`config.mk`:
```
export PLATFORM = sky130hd
export DESIGN_NAME = chsw_top
export DESIGN_NICKNAME = d
export VERILOG_FILES = /design/src/chsw_pkg.sv /design/src/chsw_sync.sv /design/src/chsw_cycle.sv /design/src/chsw_top.sv
export SDC_FILE = /design/constraint.sdc
export NUM_CORES = 1
export LEC_CHECK = 0
export BUFFER_PORTS_ARGS = -buffer_cell sky130_fd_sc_hd__buf_2
export CAP_MARGIN = 15
export CORE_MARGIN = 2
export CORE_UTILIZATION = 55
export CTS_BUF_LIST = sky130_fd_sc_hd__clkbuf_8
export DETAILED_ROUTE_END_ITERATION = 12
export GPL_TIMING_DRIVEN = 0
export MAX_ROUTING_LAYER = met4
export PLACE_DENSITY_LB_ADDON = 0.08
export RECOVER_POWER = 25
export SYNTH_ARGS = -nofsm -noshare
export SYNTH_HDL_FRONTEND = slang
export SYNTH_SLANG_ARGS = --single-unit
export TNS_END_PERCENT = 5
```
`constraint.sdc`:
```
create_clock -name sys_clk -period 2.94 [get_ports sys_clk]
set_input_delay 0.441 -clock sys_clk [delete_from_list [all_inputs] [get_ports sys_clk]]
set_output_delay 0.441 -clock sys_clk [all_outputs]
set_load 0.02 [all_outputs]
```
`src/chsw_pkg.sv`:
```
// constants and carrier types for the charger switch control block
package chsw_pkg;
    localparam int CLK_NS = 10;
    localparam int BBM_NS = 7500;
    localparam logic [9:0] BBM_CYC = 10'((BBM_NS + CLK_NS - 1) / CLK_NS);
    localparam int MIN_OFF_NS = 300;
    localparam logic [7:0] MIN_OFF_CYC = 8'((MIN_OFF_NS + CLK_NS - 1) / CLK_NS);
    localparam int SW_PERIOD_NS = 2500;
    localparam logic [7:0] NOM_OFF_CYC = 8'((SW_PERIOD_NS / 2) / CLK_NS);
    localparam logic [7:0] CMD_INPUT_LIMIT = 8'h3f;
    localparam logic [7:0] CMD_CHARGER_CFG = 8'h12;
    localparam int LIMIT_LSB = 7;
    localparam int LIMIT_W = 6;
    localparam logic [5:0] LIMIT_RST = 6'h00;
    localparam int CFG_INHIBIT_BIT = 0;
    localparam int CFG_HOT_STOP_BIT = 1;
    localparam int CFG_POR_BIT = 2;
    localparam logic CFG_INHIBIT_RST = 1'b0;
    localparam logic CFG_HOT_STOP_RST = 1'b1;
    localparam int LOOP_MV_PER_LSB = 10;
    localparam int CLAMP_MV = 300;
    localparam logic [7:0] CLAMP_LSB = 8'(CLAMP_MV / LOOP_MV_PER_LSB);

    typedef struct packed {
        logic adapter;
        logic diff_low;
        logic dropout;
        logic t_over;
        logic t_cold;
        logic t_hot;
        logic t_under;
        logic min_ctl;
        logic peak;
        logic ovc;
        logic zero;
    } chsw_pins_t;

    typedef struct packed {
        logic valid;
        logic [7:0] code;
        logic [15:0] data;
    } chsw_cmd_t;

    typedef struct packed {
        logic over;
        logic cold;
        logic hot;
        logic under;
    } chsw_flags_t;

    typedef enum logic [1:0] {
        PATH_SRC = 2'b00,
        PATH_BREAK = 2'b01,
        PATH_BAT = 2'b10,
        PATH_DOWN = 2'b11
    } chsw_path_e;

    typedef enum logic [1:0] {
        CYC_WAIT = 2'b00,
        CYC_ON = 2'b01,
        CYC_OFF = 2'b10
    } chsw_cyc_e;
endpackage

```
`src/chsw_sync.sv`:
```
// two-stage synchroniser for all comparator and pin inputs
`timescale 1ns/1ps
module chsw_sync (
    input wire logic sys_clk,
    input wire logic rst_b,
    input wire chsw_pkg::chsw_pins_t pins_raw,
    output chsw_pkg::chsw_pins_t pins
);
    typedef struct packed {
        chsw_pkg::chsw_pins_t meta;
        chsw_pkg::chsw_pins_t stable;
    } chsw_sync_t;

    chsw_sync_t st;
    chsw_sync_t next_st;

    always_comb begin
        next_st.meta = pins_raw;
        next_st.stable = st.meta;
    end

    always_ff @(posedge sys_clk or negedge rst_b) begin
        if (!rst_b) begin
            st <= '0;
        end else begin
            st <= next_st;
        end
    end

    assign pins = st.stable;
endmodule

```
`src/chsw_cycle.sv`:
```
// step-down converter cycle state machine driven by four comparators
`timescale 1ns/1ps
module chsw_cycle (
    input wire logic sys_clk,
    input wire logic rst_b,
    input wire logic enable,
    input wire logic min_ctl,
    input wire logic peak,
    input wire logic ovc,
    input wire logic zero,
    input wire logic dropout,
    output logic high_side_on,
    output logic low_side_on
);
    typedef struct packed {
        chsw_pkg::chsw_cyc_e state;
        logic [7:0] off_cnt;
        logic hs;
        logic ls;
    } chsw_cyc_t;

    chsw_cyc_t st;
    chsw_cyc_t next_st;
    logic start_ok;
    logic [7:0] off_load;

    always_comb begin
        next_st = st;
        start_ok = enable && min_ctl && !ovc && (st.off_cnt == 8'h00);
        // dropout shortens the off-time to the floor, else half the nominal period
        off_load = dropout ? chsw_pkg::MIN_OFF_CYC - 8'h01
                           : chsw_pkg::NOM_OFF_CYC - 8'h01;
        if (st.off_cnt != 8'h00) begin
            next_st.off_cnt = st.off_cnt - 8'h01;
        end
        unique case (st.state)
            chsw_pkg::CYC_WAIT: begin
                if (start_ok) begin
                    next_st.state = chsw_pkg::CYC_ON;
                end
            end
            chsw_pkg::CYC_ON: begin
                if (!enable || peak || ovc) begin
                    next_st.state = enable ? chsw_pkg::CYC_OFF : chsw_pkg::CYC_WAIT;
                    next_st.off_cnt = off_load;
                end
            end
            chsw_pkg::CYC_OFF: begin
                if (!enable || zero) begin
                    next_st.state = chsw_pkg::CYC_WAIT;
                end else if (start_ok) begin
                    next_st.state = chsw_pkg::CYC_ON;
                end
            end
            default: next_st.state = chsw_pkg::CYC_WAIT;
        endcase
        next_st.hs = (next_st.state == chsw_pkg::CYC_ON);
        next_st.ls = (next_st.state == chsw_pkg::CYC_OFF);
    end

    always_ff @(posedge sys_clk or negedge rst_b) begin
        if (!rst_b) begin
            st <= '0;
        end else begin
            st <= next_st;
        end
    end

    assign high_side_on = st.hs;
    assign low_side_on = st.ls;

    // helper: cycles the high side has been off
    logic [7:0] gap;
    always_ff @(posedge sys_clk or negedge rst_b) begin
        if (!rst_b) begin
            gap <= 8'hff;
        end else if (st.hs) begin
            gap <= 8'h00;
        end else if (gap != 8'hff) begin
            gap <= gap + 8'h01;
        end
    end
endmodule

```
`src/chsw_top.sv`:
```
// charger switch control: temperature flags, power path, command words, converter
// Operation
// overrange: open sensor, reset charger, battery absent
// cold flag set above 30k, charging unaffected
// hot flag below 3k, latched, cleared by removal/reset
// hot stops charge unless hot-stop off or underrange
// underrange flag below 500 ohm, shorted sense
// each temperature flag evaluated independently
// fixed-resistor packs must present correct resistances
// adapter present: release adapter-ok, source switch on
// load switch off while charging
// adapter removal: source off, load on 7.5us later
// input-battery difference low: load on, power down
// no new cycle while control point low
// cycle starts high side on, rectifier off
// peak current ends on-time, rectifier on
// overcurrent ends on-time, blocks restart until low
// zero current turns both switches off
// off-time at least 300ns every cycle
// nominal 400kHz switching outside dropout
// lowest loop controls, others clamped 0.3V above
// input limit from bits 7..12, rest ignored
// comparators synchronised, intervals counted in cycles
`timescale 1ns/1ps
module chsw_top (
    input wire logic sys_clk,
    input wire logic rst_b,
    input wire chsw_pkg::chsw_pins_t pins_raw,
    input wire chsw_pkg::chsw_cmd_t cmd,
    input wire logic [7:0] voltage_loop,
    input wire logic [7:0] charge_loop,
    input wire logic [7:0] input_loop,
    output logic adapter_ok_out_o,
    output logic adapter_ok_out_oe,
    output logic source_switch_drive,
    output logic load_switch_drive,
    output logic power_down,
    output logic charge_enable,
    output logic battery_present,
    output logic charger_reset,
    output chsw_pkg::chsw_flags_t temp_flags,
    output logic [5:0] input_limit_code,
    output logic [7:0] lowest_loop_control,
    output logic [7:0] loop_clamp_level,
    output logic high_side_on,
    output logic low_side_on
);
    typedef struct packed {
        chsw_pkg::chsw_path_e path;
        logic [9:0] bbm_cnt;
        logic src;
        logic load;
        logic pdn;
        logic adapter_ok_out_pull;
        logic hot;
        logic [5:0] limit;
        logic hot_stop;
        logic inhibit;
        logic chg_rst;
        logic chg_en;
        logic [7:0] lowest;
        logic [7:0] clamp;
    } chsw_top_t;

    chsw_top_t st;
    chsw_top_t next_st;
    chsw_pkg::chsw_pins_t pins;
    logic por_cmd;
    logic charger_rst;
    logic hot_block;
    logic [7:0] low_vc;
    logic [8:0] clamp_sum;

    // raw comparator levels are asynchronous to sys_clk
    chsw_sync chsw_sync_inst (
        .sys_clk(sys_clk),
        .rst_b(rst_b),
        .pins_raw(pins_raw),
        .pins(pins)
    );

    always_comb begin
        next_st = st;
        por_cmd = cmd.valid && (cmd.code == chsw_pkg::CMD_CHARGER_CFG)
            && cmd.data[chsw_pkg::CFG_POR_BIT];
        // an open sensor means no battery, so the charger falls back to reset
        charger_rst = pins.t_over || por_cmd;
        next_st.chg_rst = charger_rst;

        if (cmd.valid && !charger_rst) begin
            if (cmd.code == chsw_pkg::CMD_INPUT_LIMIT) begin
                next_st.limit = cmd.data[chsw_pkg::LIMIT_LSB +: chsw_pkg::LIMIT_W];
            end
            if (cmd.code == chsw_pkg::CMD_CHARGER_CFG) begin
                next_st.inhibit = cmd.data[chsw_pkg::CFG_INHIBIT_BIT];
                next_st.hot_stop = cmd.data[chsw_pkg::CFG_HOT_STOP_BIT];
            end
        end

        if (charger_rst) begin
            next_st.limit = chsw_pkg::LIMIT_RST;
            next_st.inhibit = chsw_pkg::CFG_INHIBIT_RST;
            next_st.hot_stop = chsw_pkg::CFG_HOT_STOP_RST;
            next_st.hot = 1'b0;
        end
        // a new hot reading wins over a clear in the same cycle
        if (pins.t_hot) begin
            next_st.hot = 1'b1;
        end

        unique case (st.path)
            chsw_pkg::PATH_SRC: begin
                if (pins.diff_low) begin
                    next_st.path = chsw_pkg::PATH_DOWN;
                end else if (!pins.adapter) begin
                    next_st.path = chsw_pkg::PATH_BREAK;
                    next_st.bbm_cnt = chsw_pkg::BBM_CYC - 10'h001;
                end
            end
            chsw_pkg::PATH_BREAK: begin
                // both switches off while the source gate discharges
                if (pins.diff_low) begin
                    next_st.path = chsw_pkg::PATH_DOWN;
                end else if (pins.adapter) begin
                    next_st.path = chsw_pkg::PATH_SRC;
                end else if (st.bbm_cnt == 10'h000) begin
                    next_st.path = chsw_pkg::PATH_BAT;
                end else begin
                    next_st.bbm_cnt = st.bbm_cnt - 10'h001;
                end
            end
            chsw_pkg::PATH_BAT: begin
                if (pins.diff_low) begin
                    next_st.path = chsw_pkg::PATH_DOWN;
                end else if (pins.adapter) begin
                    next_st.path = chsw_pkg::PATH_SRC;
                end
            end
            chsw_pkg::PATH_DOWN: begin
                if (!pins.diff_low) begin
                    next_st.path = pins.adapter ? chsw_pkg::PATH_SRC : chsw_pkg::PATH_BAT;
                end
            end
        endcase

        next_st.src = (next_st.path == chsw_pkg::PATH_SRC);
        next_st.load = (next_st.path == chsw_pkg::PATH_BAT)
            || (next_st.path == chsw_pkg::PATH_DOWN);
        next_st.pdn = (next_st.path == chsw_pkg::PATH_DOWN);
        next_st.adapter_ok_out_pull = !pins.adapter;

        // cold is deliberately absent from the enable term
        hot_block = st.hot && st.hot_stop && !pins.t_under;
        next_st.chg_en = (st.path == chsw_pkg::PATH_SRC)
            && (next_st.path == chsw_pkg::PATH_SRC)
            && pins.adapter && !pins.t_over && !st.inhibit
            && !hot_block && !charger_rst;

        // digital image of the lowest-voltage clamp
        low_vc = voltage_loop;
        if (charge_loop < low_vc) begin
            low_vc = charge_loop;
        end
        if (input_loop < low_vc) begin
            low_vc = input_loop;
        end
        clamp_sum = {1'b0, low_vc} + {1'b0, chsw_pkg::CLAMP_LSB};
        next_st.lowest = low_vc;
        next_st.clamp = clamp_sum[8] ? 8'hff : clamp_sum[7:0];
    end

    always_ff @(posedge sys_clk or negedge rst_b) begin
        if (!rst_b) begin
            st.path <= chsw_pkg::PATH_BAT;
            st.bbm_cnt <= 10'h000;
            st.src <= 1'b0;
            st.load <= 1'b1;
            st.pdn <= 1'b0;
            st.adapter_ok_out_pull <= 1'b1;
            st.hot <= 1'b0;
            st.limit <= chsw_pkg::LIMIT_RST;
            st.hot_stop <= chsw_pkg::CFG_HOT_STOP_RST;
            st.inhibit <= chsw_pkg::CFG_INHIBIT_RST;
            st.chg_rst <= 1'b0;
            st.chg_en <= 1'b0;
            st.lowest <= 8'h00;
            st.clamp <= 8'h00;
        end else begin
            st <= next_st;
        end
    end

    chsw_cycle chsw_cycle_inst (
        .sys_clk(sys_clk),
        .rst_b(rst_b),
        .enable(st.chg_en),
        .min_ctl(pins.min_ctl),
        .peak(pins.peak),
        .ovc(pins.ovc),
        .zero(pins.zero),
        .dropout(pins.dropout),
        .high_side_on(high_side_on),
        .low_side_on(low_side_on)
    );

    // open drain: pulled low only while no adapter is seen
    assign adapter_ok_out_o = 1'b0;
    assign adapter_ok_out_oe = st.adapter_ok_out_pull;
    assign source_switch_drive = st.src;
    assign load_switch_drive = st.load;
    assign power_down = st.pdn;
    assign charge_enable = st.chg_en;
    assign battery_present = !pins.t_over;
    assign charger_reset = st.chg_rst;
    assign temp_flags = {pins.t_over, pins.t_cold, st.hot, pins.t_under};
    assign input_limit_code = st.limit;
    assign lowest_loop_control = st.lowest;
    assign loop_clamp_level = st.clamp;
endmodule

```
==> results.toml <==
[grt]
grt_usage_pct = 23.4
grt_pass1_wl_microns = 13600
grt_max_degree = 53
grt_overflow_total = 0
grt_antenna_before_repair = 0
grt_pass1_vias = 3101

[synth]
synth_cell_types = 48
netlist_area_sq_um = 3820
synthAdderAreaFrac_pct = 5.44
synth_ff_type = "dfrtp_1"
synth_top_family_by_area = "simple AND/OR/NAND/NOR gates"
synth-edff-count = 0
yosys_warnings = 0
postSynth.asyncResetShare_pct = 100
ys_seq_area_share_pct = 50.6
synthSimpleGateAreaFrac_pct = 16.0
ys_ff_latch = 77
yosysTopAreaCell = "dfrtp_1"
synthesis.nets = 453
synth_cells = 376
synth_area_per_cell_sq_um = 10.1
synth_xor_xnor_area_share_pct = 1.61
synth_compound_area_share_pct = 11.2
synth_area_leaders = "dfrtp_1 48%, buf_4 5.3%, mux2i_1 5.2%"
muxShareOfSynthArea_pct = 5.90
yosys.area.top_type_share_pct = 47.9

[hold_path]
hp-start = "pins_raw[5]"
holdPathStages = 1
min_to = "chsw_sync_inst.next_st[5]$_DFF_PN0_"
min_path_type = "in2reg"

[critical_path]
worstReg2RegStart = "st[31]$_DFFE_PN0P_"
startpoint_type = "input pin"
end_kind = "flop"
reg2reg_to = "st[34]$_DFFE_PN0P_"
required_ps = 3170
cp_data_arrival_time_ps = 4090
r2r_setup_slack_ps = 270
path_class = "in2reg"
r2r_cells = 11
worstPathMaxFanout = 5

[sta]
hold_violations = 0
slew_headroom_pct = 1.75
worst_slack_ps = -926
slew_violations = 0
fmax_mhz = 259
final-setup-viol-count = 16
whs_ps = 202
period_minus_slack_ps = 3870
fin_skew_ps = 5.06
tightest_slew_ps = 1470
fin_crit_sh_pct = 131
finalSetupTns_ps = -9060
rsz0062_at_grt = "yes"

[die]
die_h_microns = 87.3
dieArea_sq_um = 7620
core_area_sq_um = 6760
ioPinCount = 98
initial_core_util_pct = 56.5
fp-row-count = 30
die_w_microns = 87.3

[placement]
dp_slack_ps = -2000
finalWeightedCongestion = 0.839
dpl.hpwl_microns = 5710
dp_cells = 546
io_buffers = 89

[power]
p_per_area_nw_per_um2 = 606
power_frac_clock_pct = 26.2
comb_power_share_pct = 31.2
leakage_uw = 0.00243
p_sw_uw = 938
p_int_uw = 2110
peakVddDrop_uv = 316
switching_share_pct = 30.8
power_frac_seq_pct = 42.6

[clocking]
cts_tree = "yes"
cts_max_path_buffers = 2
cts.sinks = 77
cts.htree.levels = 3
clk_pin_slew_ps = 80
cts_made_buffers = 9
cts_root_buf = "clkbuf_8"
clock_latency_ps = 340

[finish]
final_util_pct = 74.4
diodes = 0
instances_no_fill = 580
area_delta_synth_final_pct = 31.7
layout.nets = 573
drive_above_1_share_pct = 40.4

[route]
routedWlPerCell_microns = 14.7
drt_iter0_drc = 153
vias = 3120
ant_nets = 0
first_pass_iters = 5
wirelength_microns = 8510
vias_per_cell = 5.38
drc = 0

[outcome]
violations = "negative setup slack"
status = "finished, violations left"

[flow_run]
max_cap_violations = 0
==> through the flow <==
step                instance area [sq um]  total power, uW
finish                               5030             3050
global route                         5030             3230
global placement                     4430             2080
CTS                                  4890             2990
detailed placement                   4460             2110
floorplan                            3890             1870
==> worst max-delay path: stages <==
cell and delay (ps):
buf_2 110, inv_1 110, ha_1 180, a211o_1 120
a31oi_2 50, o311a_4 400, buf_8 140, buf_8 130
nor2_4 110, a21oi_4 50, ha_1 270, nand4_1 120
or2_4 300, nor3_4 170, mux2i_2 110, o221ai_4 190
buf_6 150, mux2i_4 260, ha_4 190, o21ai_2 60
mux2i_2 190, xor2_1 160, nand2_1 60
==> how the worst max path moves through the flow <==
stage	from	end	slack (ps)	cells past startpoint
6_report	voltage_loop[3]	loop_clamp_level[5]$_DFF_PN0_	-930	23
4_1_cts	voltage_loop[4]	loop_clamp_level[5]$_DFF_PN0_	-940	22
2_1_floorplan	voltage_loop[2]	loop_clamp_level[5]$_DFF_PN0_	-1230	22
3_5_place_dp	voltage_loop[2]	loop_clamp_level[5]$_DFF_PN0_	-2000	23
5_1_grt	voltage_loop[2]	loop_clamp_level[7]$_DFF_PN0_	-1090	25
3_3_place_gp	voltage_loop[2]	loop_clamp_level[5]$_DFF_PN0_	-1890	23
==> layer usage <==
layer  routed length [microns]  global-route usage, %
met1                      3330                   27.2
met2                      4610                   38.4
met3                       388                   6.07
met4                       180                   9.65
met5                         0                      -
==> power groups by stage <==
stage | clock network, uW | registers, uW | logic (uW)
2_1_floorplan | 0 | 1300 | 571
3_3_place_gp | 0 | 1310 | 764
3_5_place_dp | 0 | 1310 | 791
4_1_cts | 817 | 1300 | 876
5_1_grt | 868 | 1320 | 1050
6_report | 797 | 1300 | 950
==> registers in the layout, summed over array words and instances, names as in the netlist <==
signal                        flops
st                               14
source_switch_drive               1
input_limit_code                  6
chsw_cycle_inst.low_side_on       1
charger_reset                     1
loop_clamp_level                  8
chsw_sync_inst.pins              11
power_down                        1
chsw_sync_inst.next_st           11
chsw_cycle_inst.high_side_on      1
adapter_ok_out_oe                 1
chsw_cycle_inst.st               10
lowest_loop_control               8
temp_flags                        1
load_switch_drive                 1
charge_enable                     1
==> placed cells by master (no fill, tap or decap), types with 9 or more instances in the layout <==
| cell type | synthesis | layout |
|---|---|---|
| mux2i_1 | 20 | 14 |
| inv_1 | 25 | 22 |
| nor2_1 | 39 | 33 |
| nand2_1 | 30 | 28 |
| dfrtp_1 | 73 | 73 |
| buf_4 | 27 | 45 |
| ha_1 | 15 | 11 |
| a21oi_1 | 17 | 9 |
| o21ai_0 | 25 | 24 |
| buf_2 | 2 | 85 |
| clkbuf_8 | 0 | 11 |
==> cell type report <==
class                   count  area, sq um
clock buffers              11          151
well taps                  80          100
inverters                  25          110
repair buffers            110          677
flip-flops and latches     77         1930
clock inverters             4         48.8
plain buffers              35          263
fillers                   475         1730
multi-input cells         238         1750
==> cells in the mapped netlist (6+ instances only) <==
cell type  count
inv_1         25
nor2_1        39
o21ai_0       25
ha_1          15
nand2b_1       6
a21oi_1       17
buf_4         27
nand2_1       30
nor3_1         8
or3_1          6
mux2i_1       20
nand4_1        6
dfrtp_1       73
==> cell families (layout without fill, tap and decap cells) <==
family          Yosys count  in the layout
buf+inv                  61            185
fa+ha+maj                17             17
compound gates           67             67
other cells               1              1
mux                      22             22
xor+xnor                  7              7
simple gates            124            124
flops                    77             77
==> timing repair <==
action | 4_1_cts | 5_1_grt
gates resized for setup | 24 | 22
pin swaps | 8 | 12
setup endpoints to repair | 16 | 16
hold buffers | 1 | 0
buffers inserted | 12 | 6
cloned | 1 | 0
hold endpoints to repair | 11 | 0
Note: power is estimated with default switching activity, not from simulation.
